## src/verilog/dsw_pkg.sv

```systemverilog
// constants shared by the data-space window and bank decoder
package dsw_pkg;

    localparam int          DATA_W          = 8;
    localparam int          PROG_W          = 12;
    localparam int          PAGE_W          = 6;
    localparam int          STACK_DEPTH     = 6;

    // data-space map
    localparam logic [7:0]  PAGE_LO         = 8'h00;
    localparam logic [7:0]  PAGE_HI         = 8'h3F;
    localparam logic [7:0]  WIN_LO          = 8'h40;
    localparam logic [7:0]  WIN_HI          = 8'h7F;
    localparam logic [7:0]  INT_OPT_ADDR    = 8'hC8;
    localparam logic [7:0]  WIN_BASE_ADDR   = 8'hC9;
    localparam logic [7:0]  BANK_SEL_ADDR   = 8'hE8;
    localparam logic [7:0]  EE_CTL_ADDR     = 8'hEA;

    // bank select field positions
    localparam int          RAM_PAGE2_BIT   = 4;
    localparam int          EE_PAGE1_BIT    = 1;
    localparam int          EE_PAGE0_BIT    = 0;

    // value returned by a read of a write-only location
    localparam logic [7:0]  WO_READ_VALUE   = 8'hFF;

    // values after reset
    localparam logic [7:0]  DATA_RESET      = 8'h00;
    localparam logic [11:0] PROG_RESET      = 12'h000;
    localparam logic [5:0]  PAGE_RESET      = 6'h00;

    // cycles from request to read data
    localparam int          READ_LATENCY    = 2;

    typedef enum logic [2:0]
    {
        DSW_NONE  = 3'b000,
        DSW_PAGE  = 3'b001,
        DSW_ROM   = 3'b010,
        DSW_WO    = 3'b011,
        DSW_EEPROM_CONTROL = 3'b100,
        DSW_REG   = 3'b101
    } dsw_kind_e;

endpackage

```

## src/verilog/dsw_return_stack.sv

```systemverilog
// six-level 12-bit return-address stack
`timescale 1ns/1ps
`default_nettype none
module dsw_return_stack
    import dsw_pkg::*;
(
    // clock and reset
    input  wire logic              ref_clk,
    input  wire logic              rstn,
    // push and pop
    input  wire logic              push,
    input  wire logic              pop,
    input  wire logic [PROG_W-1:0] pushAddr,
    output logic      [PROG_W-1:0] top_q
);

    logic [PROG_W-1:0] entry_q [STACK_DEPTH];
    logic [PROG_W-1:0] entry_d [STACK_DEPTH];

    // a push past six drops the oldest entry; a pop refills with zero
    genvar gi;
    generate
        for (gi = 0; gi < STACK_DEPTH; gi++)
        begin : g_entry
            always_comb
            begin
                entry_d[gi] = entry_q[gi];
                if (push)
                begin
                    entry_d[gi] = (gi == 0) ? pushAddr : entry_q[(gi == 0) ? 0 : gi - 1];
                end
                else if (pop)
                begin
                    entry_d[gi] = (gi == STACK_DEPTH - 1) ? PROG_RESET : entry_q[(gi == STACK_DEPTH - 1) ? gi : gi + 1];
                end
            end

            always_ff @(posedge ref_clk or negedge rstn)
            begin
                if (!rstn)
                begin
                    entry_q[gi] <= PROG_RESET;
                end
                else
                begin
                    entry_q[gi] <= entry_d[gi];
                end
            end
        end
    endgenerate

    assign top_q = entry_q[0];

endmodule
`default_nettype wire

```

## src/verilog/dsw_decoder.sv

```systemverilog
// data-space decoder: read-only window, bank select, return stack
// What this block does
// - Six-entry, 12-bit return stack for calls, interrupts and current PC.
// - Reads at 40h-7Fh return program memory bytes, 64 at a time.
// - Program address is window base above the six low data address bits.
// - Only window base bits 5-0 count; bits 6 and 7 are ignored.
// - Window base at C9h takes whole-byte writes; software never reads it.
// - Reset leaves window base undefined; software loads it first.
// - Bank select at E8h is write-only; no reads or bit operations.
// - Bank select bit 4 maps RAM page 2; bits 7-5, 3-2 ignored.
// - Bits 1 and 0 map EEPROM pages 1 and 0, EEPROM variants only.
// - Paged bank uses addresses 00h-3Fh, bank chosen only by bank select.
// - Bank select is not cleared at reset; software writes it first.
// - Calls and interrupts leave bank select untouched, no save or restore.
// - EEPROM control at EAh lies outside paging, reachable in any bank.
// - Interrupt option register sits at C8h and is write-only.
// - Bank value 00 maps none, 01 EE page 0, 02 EE page 1, 10h RAM.
`timescale 1ns/1ps
`default_nettype none
module dsw_decoder
    import dsw_pkg::*;
#(
    parameter bit HasEeprom = 1'b1
)
(
    // clock and reset
    input  wire logic              ref_clk,
    input  wire logic              rstn,
    // core data bus
    input  wire logic [7:0]        dataAddr,
    input  wire logic              rdReq,
    input  wire logic              wrReq,
    input  wire logic [DATA_W-1:0] wrData,
    output logic      [DATA_W-1:0] rdData_q,
    output logic                   rdValid_q,
    // program memory
    output logic      [PROG_W-1:0] progAddr_q,
    output logic                   progRd_q,
    input  wire logic [DATA_W-1:0] progData,
    // paged ram and eeprom arrays
    output logic      [PAGE_W-1:0] pageAddr_q,
    output logic                   pageRd_q,
    output logic                   pageWr_q,
    output logic      [DATA_W-1:0] pageWrData_q,
    output logic                   ramPage2Sel_q,
    output logic                   eepromPage0Sel_q,
    output logic                   eepromPage1Sel_q,
    input  wire logic [DATA_W-1:0] pageData,
    // eeprom control and other registers
    output logic                   eepromCtlSel_q,
    output logic                   regSel_q,
    output logic      [7:0]        regAddr_q,
    output logic                   regWr_q,
    output logic      [DATA_W-1:0] regWrData_q,
    input  wire logic [DATA_W-1:0] regData,
    // interrupt option register
    output logic                   intOptWr_q,
    output logic      [DATA_W-1:0] intOptData_q,
    // return stack
    input  wire logic              stackPush,
    input  wire logic              stackPop,
    input  wire logic [PROG_W-1:0] pushAddr,
    output logic      [PROG_W-1:0] stackTop_q
);

    function automatic dsw_kind_e decodeKind(input logic [7:0] a);
        if (a <= PAGE_HI)
            return DSW_PAGE;
        else if (a >= WIN_LO && a <= WIN_HI)
            return DSW_ROM;
        else if (a == WIN_BASE_ADDR || a == BANK_SEL_ADDR || a == INT_OPT_ADDR)
            return DSW_WO;
        else if (a == EE_CTL_ADDR)
            return DSW_EEPROM_CONTROL;
        else
            return DSW_REG;
    endfunction

    dsw_kind_e   kindNow;
    logic        anyReq;
    logic [5:0]  winBase_q, winBase_d;
    logic [7:0]  bankSel_q, bankSel_d;
    dsw_kind_e   kind_q, kind_d;
    logic        rdPend_q, rdPend_d;
    logic [11:0] progAddr_d;
    logic [5:0]  pageAddr_d;
    logic        progRd_d, pageRd_d, pageWr_d, ram_d, ee0_d, ee1_d;
    logic        eeprom_control_d, regSel_d, regWr_d, intOptWr_d;
    logic [7:0]  pageWrData_d, regAddr_d, regWrData_d, intOptData_d, rdData_d;

    assign kindNow = decodeKind(dataAddr);
    assign anyReq  = rdReq | wrReq;

    // write-only registers: only whole-byte writes, kept bits only
    always_comb
    begin
        winBase_d = winBase_q;
        bankSel_d = bankSel_q;
        if (wrReq && dataAddr == WIN_BASE_ADDR)
            winBase_d = wrData[5:0];
        if (wrReq && dataAddr == BANK_SEL_ADDR)
        begin
            bankSel_d = DATA_RESET;
            bankSel_d[RAM_PAGE2_BIT] = wrData[RAM_PAGE2_BIT];
            bankSel_d[EE_PAGE1_BIT]  = wrData[EE_PAGE1_BIT];
            bankSel_d[EE_PAGE0_BIT]  = wrData[EE_PAGE0_BIT];
        end
    end

    // no reset on purpose: contents stay undefined until software loads them
    always_ff @(posedge ref_clk)
    begin
        winBase_q <= winBase_d;
        bankSel_q <= bankSel_d;
    end

    // access stage: route the request to its target
    always_comb
    begin
        kind_d       = anyReq ? kindNow : DSW_NONE;
        rdPend_d     = rdReq;
        progAddr_d   = progAddr_q;
        progRd_d     = 1'b0;
        pageAddr_d   = pageAddr_q;
        pageRd_d     = 1'b0;
        pageWr_d     = 1'b0;
        pageWrData_d = pageWrData_q;
        ram_d        = 1'b0;
        ee0_d        = 1'b0;
        ee1_d        = 1'b0;
        eeprom_control_d      = 1'b0;
        regSel_d     = 1'b0;
        regAddr_d    = regAddr_q;
        regWr_d      = 1'b0;
        regWrData_d  = regWrData_q;
        intOptWr_d   = 1'b0;
        intOptData_d = intOptData_q;
        case (kind_d)
            DSW_PAGE:
            begin
                pageAddr_d   = dataAddr[5:0];
                pageRd_d     = rdReq;
                pageWr_d     = wrReq;
                pageWrData_d = wrData;
                // several set bits drive several pages at once
                ram_d = bankSel_q[RAM_PAGE2_BIT];
                ee0_d = HasEeprom & bankSel_q[EE_PAGE0_BIT];
                ee1_d = HasEeprom & bankSel_q[EE_PAGE1_BIT];
            end
            DSW_ROM:
            begin
                progRd_d   = rdReq;
                progAddr_d = {winBase_q, dataAddr[5:0]};
            end
            DSW_WO:
            begin
                if (wrReq && dataAddr == INT_OPT_ADDR)
                begin
                    intOptWr_d   = 1'b1;
                    intOptData_d = wrData;
                end
            end
            DSW_EEPROM_CONTROL:
            begin
                eeprom_control_d     = 1'b1;
                regAddr_d   = dataAddr;
                regWr_d     = wrReq;
                regWrData_d = wrData;
            end
            DSW_REG:
            begin
                regSel_d    = 1'b1;
                regAddr_d   = dataAddr;
                regWr_d     = wrReq;
                regWrData_d = wrData;
            end
            default:
            begin
                regSel_d = 1'b0;
            end
        endcase
    end

    // return stage: pick the byte that came back
    always_comb
    begin
        case (kind_q)
            DSW_PAGE:  rdData_d = pageData;
            DSW_ROM:   rdData_d = progData;
            DSW_WO:    rdData_d = WO_READ_VALUE;
            DSW_EEPROM_CONTROL: rdData_d = regData;
            DSW_REG:   rdData_d = regData;
            default:   rdData_d = DATA_RESET;
        endcase
        if (!rdPend_q)
            rdData_d = rdData_q;
    end

    always_ff @(posedge ref_clk or negedge rstn)
    begin
        if (!rstn)
        begin
            kind_q           <= DSW_NONE;
            rdPend_q         <= 1'b0;
            progAddr_q       <= PROG_RESET;
            progRd_q         <= 1'b0;
            pageAddr_q       <= PAGE_RESET;
            pageRd_q         <= 1'b0;
            pageWr_q         <= 1'b0;
            pageWrData_q     <= DATA_RESET;
            ramPage2Sel_q    <= 1'b0;
            eepromPage0Sel_q <= 1'b0;
            eepromPage1Sel_q <= 1'b0;
            eepromCtlSel_q   <= 1'b0;
            regSel_q         <= 1'b0;
            regAddr_q        <= DATA_RESET;
            regWr_q          <= 1'b0;
            regWrData_q      <= DATA_RESET;
            intOptWr_q       <= 1'b0;
            intOptData_q     <= DATA_RESET;
            rdData_q         <= DATA_RESET;
            rdValid_q        <= 1'b0;
        end
        else
        begin
            kind_q           <= kind_d;
            rdPend_q         <= rdPend_d;
            progAddr_q       <= progAddr_d;
            progRd_q         <= progRd_d;
            pageAddr_q       <= pageAddr_d;
            pageRd_q         <= pageRd_d;
            pageWr_q         <= pageWr_d;
            pageWrData_q     <= pageWrData_d;
            ramPage2Sel_q    <= ram_d;
            eepromPage0Sel_q <= ee0_d;
            eepromPage1Sel_q <= ee1_d;
            eepromCtlSel_q   <= eeprom_control_d;
            regSel_q         <= regSel_d;
            regAddr_q        <= regAddr_d;
            regWr_q          <= regWr_d;
            regWrData_q      <= regWrData_d;
            intOptWr_q       <= intOptWr_d;
            intOptData_q     <= intOptData_d;
            rdData_q         <= rdData_d;
            rdValid_q        <= rdPend_q;
        end
    end

    dsw_return_stack u_stack
    (
        .ref_clk  (ref_clk),
        .rstn     (rstn),
        .push     (stackPush),
        .pop      (stackPop),
        .pushAddr (pushAddr),
        .top_q    (stackTop_q)
    );

    // checks
    a_rom_addr_form: assert property (@(posedge ref_clk) disable iff (!rstn)
        rdReq && dataAddr >= WIN_LO && dataAddr <= WIN_HI
        |=> progRd_q && progAddr_q == {$past(winBase_q), $past(dataAddr[5:0])})
        else $error("window program address wrong");

    a_rom_read_data: assert property (@(posedge ref_clk) disable iff (!rstn)
        progRd_q |=> rdValid_q && rdData_q == $past(progData))
        else $error("window read data not returned");

    a_base_write_keep: assert property (@(posedge ref_clk) disable iff (!rstn)
        wrReq && dataAddr == WIN_BASE_ADDR |=> winBase_q == $past(wrData[5:0]))
        else $error("window base not loaded");

    a_wo_read_junk: assert property (@(posedge ref_clk) disable iff (!rstn)
        rdReq && !wrReq && (dataAddr == WIN_BASE_ADDR || dataAddr == BANK_SEL_ADDR)
        |-> ##1 (winBase_q == $past(winBase_q) && bankSel_q == $past(bankSel_q))
            ##1 (rdValid_q && rdData_q == WO_READ_VALUE))
        else $error("write-only read misbehaved");

    a_page_ram_sel: assert property (@(posedge ref_clk) disable iff (!rstn)
        anyReq && dataAddr <= PAGE_HI
        |=> pageAddr_q == $past(dataAddr[5:0]) && ramPage2Sel_q == $past(bankSel_q[RAM_PAGE2_BIT]))
        else $error("ram page 2 select wrong");

    a_page_ee_sel: assert property (@(posedge ref_clk) disable iff (!rstn)
        anyReq && dataAddr <= PAGE_HI
        |=> eepromPage0Sel_q == (HasEeprom && $past(bankSel_q[EE_PAGE0_BIT]))
            && eepromPage1Sel_q == (HasEeprom && $past(bankSel_q[EE_PAGE1_BIT])))
        else $error("eeprom page select wrong");

    a_no_bank_none: assert property (@(posedge ref_clk) disable iff (!rstn)
        bankSel_q == DATA_RESET |=> !ramPage2Sel_q && !eepromPage0Sel_q && !eepromPage1Sel_q)
        else $error("bank mapped with value zero");

    a_eeprom_control_unpaged: assert property (@(posedge ref_clk) disable iff (!rstn)
        anyReq && dataAddr == EE_CTL_ADDR
        |=> eepromCtlSel_q && !ramPage2Sel_q && !eepromPage0Sel_q && !eepromPage1Sel_q)
        else $error("eeprom control not reachable");

    a_intopt_write: assert property (@(posedge ref_clk) disable iff (!rstn)
        wrReq && dataAddr == INT_OPT_ADDR |=> intOptWr_q && intOptData_q == $past(wrData))
        else $error("interrupt option write lost");

    a_stack_push: assert property (@(posedge ref_clk) disable iff (!rstn)
        stackPush ##1 stackPop && !stackPush |=> stackTop_q == $past(stackTop_q, 2))
        else $error("stack pop did not restore");

endmodule
`default_nettype wire

```

## config.mk

```make
export PLATFORM = sky130hd
export DESIGN_NAME = dsw_decoder
export DESIGN_NICKNAME = d
export VERILOG_FILES = /design/src/verilog/dsw_pkg.sv /design/src/verilog/dsw_return_stack.sv /design/src/verilog/dsw_decoder.sv
export SDC_FILE = /design/constraint.sdc
export NUM_CORES = 1
export LEC_CHECK = 0
export BUFFER_PORTS_ARGS = -buffer_cell sky130_fd_sc_hd__buf_2
export CAP_MARGIN = 5
export CORE_MARGIN = 2
export CORE_UTILIZATION = 54
export CTS_CLUSTER_DIAMETER = 150
export CTS_CLUSTER_SIZE = 20
export DETAILED_ROUTE_END_ITERATION = 7
export GPL_TIMING_DRIVEN = 0
export PLACE_DENSITY_LB_ADDON = 0.25
export SYNTH_ARGS = -nofsm -noshare
export SYNTH_HDL_FRONTEND = slang
export SYNTH_SLANG_ARGS = --single-unit
```

## constraint.sdc

```tcl
create_clock -name ref_clk -period 1.5 [get_ports ref_clk]
set_clock_uncertainty 0.15 [all_clocks]
set_input_delay 0.225 -clock ref_clk [delete_from_list [all_inputs] [get_ports ref_clk]]
set_output_delay 0.225 -clock ref_clk [all_outputs]
set_load 0.02 [all_outputs]
```

==> impl_metrics.env <==
export IMPL_dr_pass1_iters=8
export IMPL_worst_path_buf_inv=2
export IMPL_slew_limit_headroom_pct=40.8
export IMPL_grtUsageMet3_pct=7.97
export IMPL_required_ns=1.65
export IMPL_avgSynthCellArea_um2=11.3
export IMPL_cts_root_buf="clkbuf_16"
export IMPL_hold_viol=6
export IMPL_grt_pass1_wl_um=27200
export IMPL_cts_hold_buf=34
export IMPL_busiest_layer="met2"
export IMPL_final_max_slew_viol_count=0
export IMPL_syn_area_um2=6480
export IMPL_regArea_um2=3900
export IMPL_vias_per_cell=5.43
export IMPL_wl_per_cell_um=17.9
export IMPL_ios=139
export IMPL_cap_viol_max_count=0
export IMPL_violations="hold timing, setup timing"
export IMPL_critPathKind="in2reg"
export IMPL_area_delta_synth_final_pct=35.1
export IMPL_antenna_cells=0
export IMPL_grt_max_degree=101
export IMPL_slowest_delay_ns=0.54
export IMPL_drtIter0Drc=250
export IMPL_critPathMaxFanout=5
export IMPL_setup_violations=12
export IMPL_vias=5108
export IMPL_worstPathArrival_ns=1.74
export IMPL_mostFrequentLayoutCells="dfrtp_1 (144), buf_2 (126), nand2_1 (120), o21ai_0 (78), mux2i_1 (60)"
export IMPL_seq_power_share_pct=41.9
export IMPL_port_buffers=133
export IMPL_fin_nets=839
export IMPL_whs_ns=-0.121
export IMPL_grt_overflow_total=0
export IMPL_drc_errors=0
export IMPL_p_int_mw=8.91
export IMPL_yosysWarnings=0
export IMPL_cts_tree="yes"
export IMPL_p_switching_mw=3.26
export IMPL_crit_chain="buf_8 -> or4b_4 -> a211oi_4 -> nand2_4 -> buf_12 -> mux2_4"
export IMPL_multi_input_area_um2=2410
export IMPL_p_clk_share_pct=41.0
export IMPL_synthArstFlopShare_pct=94.2
export IMPL_grt_antenna_before_repair=0
export IMPL_ys_seq_elements=154
export IMPL_drive_gt1_share_pct=32.5
export IMPL_core_um2=11900
export IMPL_cts_htree_levels=4
export IMPL_period_share_pct=105
export IMPL_cp_start_kind="input pin"
export IMPL_seq_area_frac_synth_pct=60.2
export IMPL_p_comb_share_pct=17.1
export IMPL_grt_use_total_pct=27.4
export IMPL_switching_share_pct=26.8
export IMPL_final_core_util_pct=73.8
export IMPL_rsz0062_at_grt="true"
export IMPL_die_h_um=114
export IMPL_p_leak_nw=4.37
export IMPL_finalCriticalPeriod_ns=1.58
export IMPL_cts_buffers_inserted=17
export IMPL_cp_end_kind="flip-flop"
export IMPL_fillers=792
export IMPL_tightest_slew_ns=0.888
export IMPL_peakVddDrop_mv=0.998
export IMPL_dp_hpwl_um=10500
export IMPL_final_antenna_net_count=0
export IMPL_wirelength_um=16800
export IMPL_fmax_mhz=632
export IMPL_met2_usage_pct=46.3
export IMPL_synthFlopType="dfrtp_1"
export IMPL_min_path_type="in2reg"
export IMPL_mostFrequentLayoutCell="dfrtp_1"
export IMPL_power_density_nw_per_um2=1390
export IMPL_post_synth_num_cell_types=34
export IMPL_die_area_um2=12900
export IMPL_syn_nets=633
export IMPL_first_global_vias=5456
export IMPL_netlist_instances=575
export IMPL_grt_use_met1_pct=32.8
export IMPL_gp_congestion=0.826
export IMPL_cts_num_sinks=154
export IMPL_cts_max_path_buffers=2
export IMPL_status="complete, but fails checks"
export IMPL_clk_pin_slew_ns=0.06
export IMPL_crit_family="simple AND/OR/NAND/NOR gates"
export IMPL_synth_edf_count=9
export IMPL_die_w_um=114
export IMPL_fin_ws_ns=-0.0814
export IMPL_rows=40
export IMPL_crit_slowest_cell="or4b_4"
export IMPL_clock_latency_ns=0.42
export IMPL_start_util_pct=54.6
==> through the flow <==
| step | power (mW) | setup TNS [ns] | setup WS (ns) | cells | cell area (um2) |
|---|---|---|---|---|---|
| after global routing | 12.6 | -1.27 | -0.0948 | 941 | 8760 |
| after global placement | 6.93 | -314.28 | -1.89 | 855 | 7380 |
| after detailed placement | 7.03 | -49.39 | -0.772 | 856 | 7410 |
| final | 12.2 | -0.646 | -0.0814 | 941 | 8760 |
| after floorplan | 6.27 | -7.12 | -0.324 | 575 | 6530 |
| after CTS | 12.1 | -0.948 | -0.0917 | 933 | 8650 |
==> cells by family after synthesis <==
family          Yosys count  share of synthesized area [%]
simple gates            159                           10.8
flops                   154                           60.2
compound gates          111                           9.30
mux                      93                           15.6
buf+inv                  58                           4.19
==> what timing repair did <==
action | 4_1_cts | 5_1_grt
resized for setup | 26 | 36
endpoints found under the setup margin | 30 | 93
gates cloned | 1 | 0
pin swaps | 5 | 6
setup buffers | 11 | 8
hold endpoints to repair | 116 | 6
==> final cells by class <==
type / count / share of cell area (%)
clock inverters: 14 / 2.86
repair buffers: 188 / 14.6
well taps: 147 / 2.10
plain buffers: 47 / 3.00
clock buffers: 18 / 4.90
inverters: 10 / 0.429
multi-input cells: 363 / 27.6
flip-flops and latches: 154 / 44.5
==> final timing paths <==
path,cells after the start,startpoint,end,slack (ns)
max in group asynchronous,3,rstn,progAddr_q[8],0.22
max reg2reg,5,kind_q[0],rdData_q[4],0.09
min in group asynchronous,2,rstn,rdData_q[2],0.14
min,3,dataAddr[4],pageAddr_q[4],-0.12
min reg2reg,0,rdPend_q,rdValid_q,0.25
max,6,dataAddr[2],progAddr_q[7],-0.08
==> synth_stat cells (all sizes together) (2+ instances only) <==
library cell  number  area share, %
o22ai              8           0.77
clkbuf            31            1.8
nor2               4           0.23
edfxtp             9            4.2
nand2b            10           0.97
a22o               5           0.69
a21oi             17            1.3
mux2              33            6.3
nand4b             2           0.27
nor2b              4           0.39
o21ai             78            6.0
nor3               4           0.39
mux2i             60            9.3
inv               10           0.58
nor3b              2           0.23
nand2            123            7.2
and2               5           0.48
and3               2           0.21
dfrtp            145             56
buf               17            1.8
==> flip-flops by register name (all words and copies together) (netlist names), 6 cells and up <==
signal           count
rdData_q             8
intOptData_q         8
pageAddr_q           6
regWrData_q          8
pageWrData_q         8
regAddr_q            8
winBase_q            6
u_stack.entry_q     60
u_stack.top_q       12
progAddr_q          12
==> per-layer routing <==
layer | part of all wire, % | wire length (um) | vias up
li1 | - | - | 2365
met1 | 41 | 6960 | 2529
met2 | 50 | 8470 | 179
met3 | 5.9 | 1000 | 35
met4 | 2.5 | 415 | 0
met5 | 0 | 0 | -
==> worst register-to-register path, stage by stage (launching register included) <==
cell and delay (ns):
dfrtp_2 0.44, buf_2 0.19, o21ai_0 0.19, a21oi_1 0.09
a21oi_1 0.13, o22ai_1 0.08
==> power groups by stage <==
stage	sequential (mW)	clock (mW)	combinational (mW)
final	5.10	4.99	2.08
after global routing	5.16	5.20	2.26
after CTS	5.08	5.00	2.03
after detailed placement	5.14	0	1.88
after global placement	5.11	0	1.81
after floorplan	5.37	0	0.893
Power figures use the tool's default switching activity.
